**config.mk**
```make
export PLATFORM = sky130hd
export DESIGN_NAME = fpcs_regs
export DESIGN_NICKNAME = d
export VERILOG_FILES = /design/src/fpcs_pkg.sv /design/src/fpcs_sticky.sv /design/src/fpcs_regs.sv
export SDC_FILE = /design/constraint.sdc
export NUM_CORES = 1
export LEC_CHECK = 0
export ABC_AREA = 1
export BUFFER_PORTS_ARGS = -buffer_cell sky130_fd_sc_hd__buf_2
export CORE_UTILIZATION = 43
export DETAILED_ROUTE_END_ITERATION = 16
export PLACE_DENSITY = 0.8
export SLEW_MARGIN = 15
export SYNTH_ARGS = -nofsm -noshare
export SYNTH_HDL_FRONTEND = slang
export SYNTH_SLANG_ARGS = --single-unit
```
**constraint.sdc**
```tcl
create_clock -name mclk -period 1.7 [get_ports mclk]
set_input_delay 0.34 -clock mclk [delete_from_list [all_inputs] [get_ports mclk]]
set_output_delay 0.34 -clock mclk [all_outputs]
set_load 0.02 [all_outputs]
```
**src/fpcs_pkg.sv**
```systemverilog
// Constants for the floating-point control and status register bank.
// Assumes the core decodes system-register moves into op0..op2 fields.
package fpcs_pkg;
    // Move encoding shared by control and status
    localparam logic [1:0] FPCS_OP0 = 2'h3;
    localparam logic [2:0] FPCS_OP1 = 3'h3;
    localparam logic [3:0] FPCS_CRN = 4'h4;
    localparam logic [3:0] FPCS_CRM = 4'h4;
    localparam logic [2:0] FPCS_OP2_CTRL = 3'h0;
    localparam logic [2:0] FPCS_OP2_STAT = 3'h1;
    // Feature registers
    localparam logic [1:0] FPCS_FEAT_OP0 = 2'h3;
    localparam logic [2:0] FPCS_FEAT_OP1 = 3'h0;
    localparam logic [3:0] FPCS_FEAT_CRN = 4'h0;
    localparam logic [3:0] FPCS_FEAT_CRM = 4'h3;
    localparam logic [2:0] FPCS_OP2_FEAT0 = 3'h0;
    localparam logic [2:0] FPCS_OP2_FEAT1 = 3'h1;
    localparam logic [2:0] FPCS_OP2_FEAT2 = 3'h2;
    localparam logic [31:0] FPCS_FEAT0_VAL = 32'h1011_0222;
    localparam logic [31:0] FPCS_FEAT1_VAL = 32'h1321_1111;
    localparam logic [31:0] FPCS_FEAT2_VAL = 32'h0000_0043;
    // Control layout
    localparam logic [31:0] FPCS_CTRL_RESET = 32'h0000_0000;
    localparam logic [31:0] FPCS_CTRL_MASK = 32'h07c8_0000;
    localparam int FPCS_AHP_BIT = 26;
    localparam int FPCS_DN_BIT = 25;
    localparam int FPCS_FZ_BIT = 24;
    localparam int FPCS_RM_HI = 23;
    localparam int FPCS_RM_LO = 22;
    localparam int FPCS_HALF_FLUSH_ZERO_ENABLE_BIT = 19;
    // Status layout
    localparam logic [31:0] FPCS_STAT_MASK = 32'hf800_009f;
    localparam int FPCS_NZCV_HI = 31;
    localparam int FPCS_NZCV_LO = 28;
    localparam int FPCS_QC_BIT = 27;
    localparam int FPCS_EXC_W = 6;
    // Sticky exception positions: ioc dzc ofc ufc ixc idc
    localparam logic [31:0] FPCS_EXC_POS = {8'h07, 8'h04, 8'h03, 8'h02};
    localparam logic [15:0] FPCS_EXC_POS_LO = {8'h01, 8'h00};
    typedef enum logic [1:0] {
        FPCS_RN, FPCS_RP, FPCS_RM, FPCS_RZ
    } fpcs_round_t;
endpackage

```
**src/fpcs_sticky.sv**
```systemverilog
// One sticky bit: set by hardware, cleared by a written zero.
// Assumes set and write strobes come from logic on mclk.
`timescale 1ns/1ps
`default_nettype none
module fpcs_sticky
(
    input wire logic mclk,
    input wire logic set,
    input wire logic wr,
    input wire logic wr_bit,
    output logic q
);
    // Set wins over a clear in the same cycle so no event is lost
    always_ff @(posedge mclk)
    begin
        if (set)
            q <= 1'b1;
        else if (wr)
            q <= wr_bit;
    end
endmodule
`default_nettype wire

```
**src/fpcs_regs.sv**
```systemverilog
// Floating-point control, status and feature register bank.
// Assumes the pipeline presents one decoded system-register move per
// cycle and that the datapath reports events as one-cycle pulses.
`timescale 1ns/1ps
`default_nettype none
module fpcs_regs
(
    input wire logic mclk,
    input wire logic rst,
    input wire logic acc_valid,
    input wire logic acc_write,
    input wire logic [1:0] acc_op0,
    input wire logic [2:0] acc_op1,
    input wire logic [3:0] acc_crn,
    input wire logic [3:0] acc_crm,
    input wire logic [2:0] acc_op2,
    input wire logic [31:0] acc_wdata,
    input wire logic legacy_valid,
    input wire logic legacy_write,
    input wire logic [31:0] legacy_wdata,
    input wire logic cmp_valid,
    input wire logic cmp_legacy,
    input wire logic [3:0] cmp_nzcv,
    input wire logic sat_event,
    input wire logic [fpcs_pkg::FPCS_EXC_W-1:0] exc_event,
    output logic rd_valid,
    output logic rd_hit,
    output logic [31:0] rd_data,
    output logic [31:0] legacy_rdata,
    output logic [3:0] state_nzcv,
    output logic state_nzcv_valid,
    output logic alt_half_format,
    output logic default_nan_enable,
    output logic flush_zero_enable,
    output fpcs_pkg::fpcs_round_t rounding_select,
    output logic half_flush_zero_enable
);
    import fpcs_pkg::*;

    logic [31:0] fp_control;
    logic [31:0] fp_status;
    logic [31:0] fp_status_rd;
    logic [3:0] nzcv;
    logic saturation_sticky;
    logic [FPCS_EXC_W-1:0] exc_q;
    logic base_hit;
    logic feat_hit;
    logic sel_ctrl;
    logic sel_stat;
    logic ctrl_wr;
    logic stat_wr;
    logic [31:0] stat_wval;
    logic [31:0] next_rd_data;
    logic next_rd_hit;

    // Decode of the move encoding
    assign base_hit = acc_op0 == FPCS_OP0 && acc_op1 == FPCS_OP1
        && acc_crn == FPCS_CRN && acc_crm == FPCS_CRM;
    assign feat_hit = acc_op0 == FPCS_FEAT_OP0 && acc_op1 == FPCS_FEAT_OP1
        && acc_crn == FPCS_FEAT_CRN && acc_crm == FPCS_FEAT_CRM;
    assign sel_ctrl = base_hit && acc_op2 == FPCS_OP2_CTRL;
    assign sel_stat = base_hit && acc_op2 == FPCS_OP2_STAT;

    // Either view writes the same state; the legacy word carries both
    assign ctrl_wr = (acc_valid && acc_write && sel_ctrl)
        || (legacy_valid && legacy_write);
    assign stat_wr = (acc_valid && acc_write && sel_stat)
        || (legacy_valid && legacy_write);
    // Direct move has priority should both views write at once
    assign stat_wval = (acc_valid && acc_write && sel_stat)
        ? acc_wdata : legacy_wdata;

    // Control register; reserved bits are masked away on write
    always_ff @(posedge mclk)
    begin
        if (rst)
            fp_control <= FPCS_CTRL_RESET;
        else if (acc_valid && acc_write && sel_ctrl)
            fp_control <= acc_wdata & FPCS_CTRL_MASK;
        else if (ctrl_wr)
            fp_control <= legacy_wdata & FPCS_CTRL_MASK;
    end

    // Comparison flags: no reset, only legacy-state compares land here
    always_ff @(posedge mclk)
    begin
        if (cmp_valid && cmp_legacy)
            nzcv <= cmp_nzcv;
        else if (stat_wr)
            nzcv <= stat_wval[FPCS_NZCV_HI:FPCS_NZCV_LO];
    end

    // Wide-state compares go out to the processor flags instead
    always_ff @(posedge mclk)
    begin
        if (rst)
        begin
            state_nzcv <= 4'h0;
            state_nzcv_valid <= 1'b0;
        end
        else
        begin
            state_nzcv_valid <= cmp_valid && !cmp_legacy;
            if (cmp_valid && !cmp_legacy)
                state_nzcv <= cmp_nzcv;
        end
    end

    // Saturation flag, reset value left undefined on purpose
    fpcs_sticky u_sat
    (
        .mclk(mclk),
        .set(sat_event),
        .wr(stat_wr),
        .wr_bit(stat_wval[FPCS_QC_BIT]),
        .q(saturation_sticky)
    );

    // Cumulative exception flags, one per event line
    genvar gi;
    generate
        for (gi = 0; gi < FPCS_EXC_W; gi++)
        begin : g_exc
            // Wrapped index keeps both arms in range at elaboration
            localparam logic [7:0] POS = (gi < 2)
                ? FPCS_EXC_POS_LO[8*(gi%2) +: 8]
                : FPCS_EXC_POS[8*((gi+2)%4) +: 8];
            fpcs_sticky u_exc
            (
                .mclk(mclk),
                .set(exc_event[gi]),
                .wr(stat_wr),
                .wr_bit(stat_wval[POS[4:0]]),
                .q(exc_q[gi])
            );
        end
    endgenerate

    // Assemble status; reserved positions stay zero
    always_comb
    begin
        fp_status_rd = 32'h0000_0000;
        fp_status_rd[FPCS_NZCV_HI:FPCS_NZCV_LO] = nzcv;
        fp_status_rd[FPCS_QC_BIT] = saturation_sticky;
        for (int i = 0; i < FPCS_EXC_W; i++)
        begin
            if (i < 2)
                fp_status_rd[FPCS_EXC_POS_LO[8*(i%2) +: 5]] = exc_q[i];
            else
                fp_status_rd[FPCS_EXC_POS[8*((i+2)%4) +: 5]] = exc_q[i];
        end
        fp_status = fp_status_rd & FPCS_STAT_MASK;
    end

    // Read mux; feature words are constants so writes fall away
    always_comb
    begin
        next_rd_data = 32'h0000_0000;
        next_rd_hit = 1'b1;
        if (sel_ctrl)
            next_rd_data = fp_control;
        else if (sel_stat)
            next_rd_data = fp_status;
        else if (feat_hit && acc_op2 == FPCS_OP2_FEAT0)
            next_rd_data = FPCS_FEAT0_VAL;
        else if (feat_hit && acc_op2 == FPCS_OP2_FEAT1)
            next_rd_data = FPCS_FEAT1_VAL;
        else if (feat_hit && acc_op2 == FPCS_OP2_FEAT2)
            next_rd_data = FPCS_FEAT2_VAL;
        else
            next_rd_hit = 1'b0;
    end

    // Registered read answer, one cycle after the request
    always_ff @(posedge mclk)
    begin
        if (rst)
        begin
            rd_valid <= 1'b0;
            rd_hit <= 1'b0;
            rd_data <= 32'h0000_0000;
        end
        else
        begin
            rd_valid <= acc_valid && !acc_write;
            rd_hit <= acc_valid && next_rd_hit;
            if (acc_valid && !acc_write)
                rd_data <= next_rd_data;
        end
    end

    // Legacy combined view and datapath controls, from flops
    always_ff @(posedge mclk)
    begin
        if (rst)
        begin
            legacy_rdata <= 32'h0000_0000;
            alt_half_format <= 1'b0;
            default_nan_enable <= 1'b0;
            flush_zero_enable <= 1'b0;
            rounding_select <= FPCS_RN;
            half_flush_zero_enable <= 1'b0;
        end
        else
        begin
            // Status unknown until written after reset; registered, so this word settles a cycle late
            legacy_rdata <= fp_control | fp_status;
            alt_half_format <= fp_control[FPCS_AHP_BIT];
            default_nan_enable <= fp_control[FPCS_DN_BIT];
            flush_zero_enable <= fp_control[FPCS_FZ_BIT];
            rounding_select <= fpcs_round_t'(
                fp_control[FPCS_RM_HI:FPCS_RM_LO]);
            half_flush_zero_enable <= fp_control[FPCS_HALF_FLUSH_ZERO_ENABLE_BIT];
        end
    end
endmodule
`default_nettype wire

```
==> out/qor.yml <==
global_routing:
  grt.overflow.total: 0
  track_usage: 0.205
  antenna_found_initial: 0
  grt_pass1_wl_um: 11400
  grt_max_degree: 35
  grt_pass1_vias: 2577
cts:
  htree_levels: 3
  hold_buffers: 0
  cts_buffers: 9
  cts_resized: 0
  cts_tree: "yes"
  path_clk_slew_ps: 60
  root_buffer: "clkbuf_8"
  cts_buffer_depth: 2
  post-cts-setup-buffers: 0
  clock_sinks: 62
  clock_latency_ps: 330
timing:
  drv_slew: 0
  finalHoldViolations: 0
  setup_tns_ps: 0
  rsz0062_at_grt: "false"
  holdWs_ps: 197
  setup_viol: 0
  final.period_utilization: 0.846
  max_freq_ghz: 0.696
  min_period_ps: 1440
  clock_skew_ps: 3.53
layout:
  final_nets: 610
  stdcell_area_um2: 3680
  drive_above_1_share: 0.320
  layoutNonFillerInstCount: 593
  syn_to_final_growth_pct: 28.1
  n_antenna_cell: 0
detailed_routing:
  drc: 0
  antenna_left: 0
  avgRoutedWirePerCell_um: 11.4
  vias: 2757
  vias_per_cell: 4.65
  drtIter0Drc: 134
  drt-total-wl_um: 6780
  drtPass1Iterations: 4
logic_synthesis:
  synth_fa_ha_area_frac: 0
  muxShareOfSynthArea: 0
  ys_types: 30
  yosys_warnings: 0
  synth_largest_area_cell: "dfxtp_1"
  synth_compound_area_frac: 0.0762
  synth-edff-count: 4
  synthCells: 385
  synth_top_family_by_area: "simple AND/OR/NAND/NOR gates"
  synth_area_um2: 2870
  netlist_top_cells_area: "dfxtp_1 (40%), nand2_1 (12%), buf_4 (8.4%), nor2_1 (5.9%), inv_1 (5.2%)"
  synth-async-reset-ratio: 0
  synth-xor-area-share: 0
  yosysSeqAreaShare: 0.446
  yosys_register_bits: 62
  ys.flop_type: "dfxtp_1"
  synth_most_common_cell: "nand2_1"
  synth_top_area_frac: 0.404
  synthSimpleGateAreaFrac: 0.320
  ys_top_cells_by_count: "nand2_1 (89), dfxtp_1 (58), nor2_1 (45)"
  syn_avg_cell_area_um2: 7.46
min_path:
  min-delay-start: "exc_event[0]"
  holdPathStages: 2
  hold_class: "in -> reg"
  min_to: "g_exc[0].u_exc.q"
setup_path:
  critPathMaxStageDelay_ps: 410
  rr_worst_depth: 4
  start_kind: "input pin"
  cp_max_fo: 5
  end_kind: "register"
  arrival_ps: 1710
  crit_type: "in -> reg"
  crit_chain: "buf_2, nor2_4, nand3_2, nor3_1, nand2_1, nor2_1, o21ai_0, inv_1"
  critPathSlowestCell: "nor3_1"
  timing.rr.end: "rd_data[1]"
  reg2reg_from: "g_exc[1].u_exc.q"
  r2r_slack_ps: 920
  crit_required_ps: 1970
die:
  coreArea_um2: 6390
  initial_utilization: 0.450
  die_w_um: 83.7
  dieArea_um2: 7010
  pin_count: 176
  rows: 29
  die_h_um: 83.7
power:
  peakVddDrop_uv: 511
  p_leak_nw: 2.05
  power_w: 0.00319
  powerDensity_nw_per_um2: 867
placement:
  place_congestion: 0.885
  place_hpwl_um: 5380
  placedCellCount: 577
  portBuffers: 123
  dpl_cell_area_um2: 3480
run:
  drv.max_cap_violation_count: 0
status:
  status: "completed"
## worst max path at each step
stage | start | end | cells after the start
3_3_place_gp | acc_crm[0] | rd_data[25] | 8
4_1_cts | acc_crn[1] | rd_data[25] | 8
5_1_grt | acc_crm[0] | rd_data[25] | 8
3_5_place_dp | acc_crn[1] | rd_data[25] | 8
2_1_floorplan | acc_crm[0] | nzcv[0] | 6
6_report | acc_crn[1] | rd_data[25] | 8
## power breakdown
| part | total, W | internal [W] | leakage (nW) | switching (W) |
|---|---|---|---|---|
| sequential | 0.00155 | 0.00153 | 0.514 | 0.0000213 |
| clock | 0.00123 | 0.000697 | 0.0978 | 0.000536 |
| combinational | 0.000405 | 0.000145 | 1.43 | 0.000260 |
| total | 0.00319 | 0.00237 | 2.05 | 0.000817 |
## flip-flops by register name (all words and copies together), names as in the netlist
register	count
rd_hit	1
u_sat.q	1
fp_control	6
legacy_rdata	16
rd_data	21
nzcv	4
rd_valid	1
rounding_select	1
state_nzcv	4
g_exc.u_exc.q	6
state_nzcv_valid	1
## through the flow
step	util	setup slack [ps]
final	0.576	262
after global routing	0.576	148
after CTS	0.576	364
after detailed placement	0.546	9.72
after global placement	0.546	42.8
after floorplan	-	125
## layout make-up
class / count / area, um^2
Fill cell: 621 / 2710
Sequential cell: 62 / 1280
Multi-Input combinational cell: 259 / 1220
Timing Repair Buffer: 136 / 726
Clock buffer: 14 / 184
Inverter: 43 / 161
Tap cell: 77 / 96.3
Clock inverter: 2 / 12.5
## cell families (layout without fill, tap and decap cells)
family                 count (synthesis)  count (layout)
AO/OA/AOI/OAI                         41              41
flip-flops                            62              62
AND/OR/NAND/NOR                      196             196
buffers and inverters                 85             195
other                                  1              22
## layout by cell type (no fill, tap or decap), types with 2 or more instances in the layout
master,n
buf_2,123
inv_2,2
a31oi_1,6
a21oi_1,6
clkbuf_8,11
nor3_1,4
nand3b_1,9
nor2_1,45
nor2_4,2
inv_1,40
buf_4,12
conb_1,22
dfxtp_1,58
edfxtp_1,4
o21ai_0,20
clkbuf_1,2
nand4_1,6
nor2_2,4
nand3_1,29
nand2_1,89
nand3_2,3
o21ai_1,7
## per-layer routing
metal | share of wire | vias up | wire [um] | GRT usage
li1 | - | 1427 | - | -
met1 | 0.42 | 1220 | 2830 | 0.233
met2 | 0.50 | 98 | 3360 | 0.357
met3 | 0.064 | 12 | 432 | 0.0435
met4 | 0.023 | 0 | 155 | 0.112
met5 | 0 | - | 0 | 0
## worst max-delay path: cells and delay by family
kind	cells	cell delay [ps]
AO/OA/AOI/OAI	1	80
buffers and inverters	2	180
AND/OR/NAND/NOR	5	1120
Note: power is estimated with default switching activity, not from simulation.
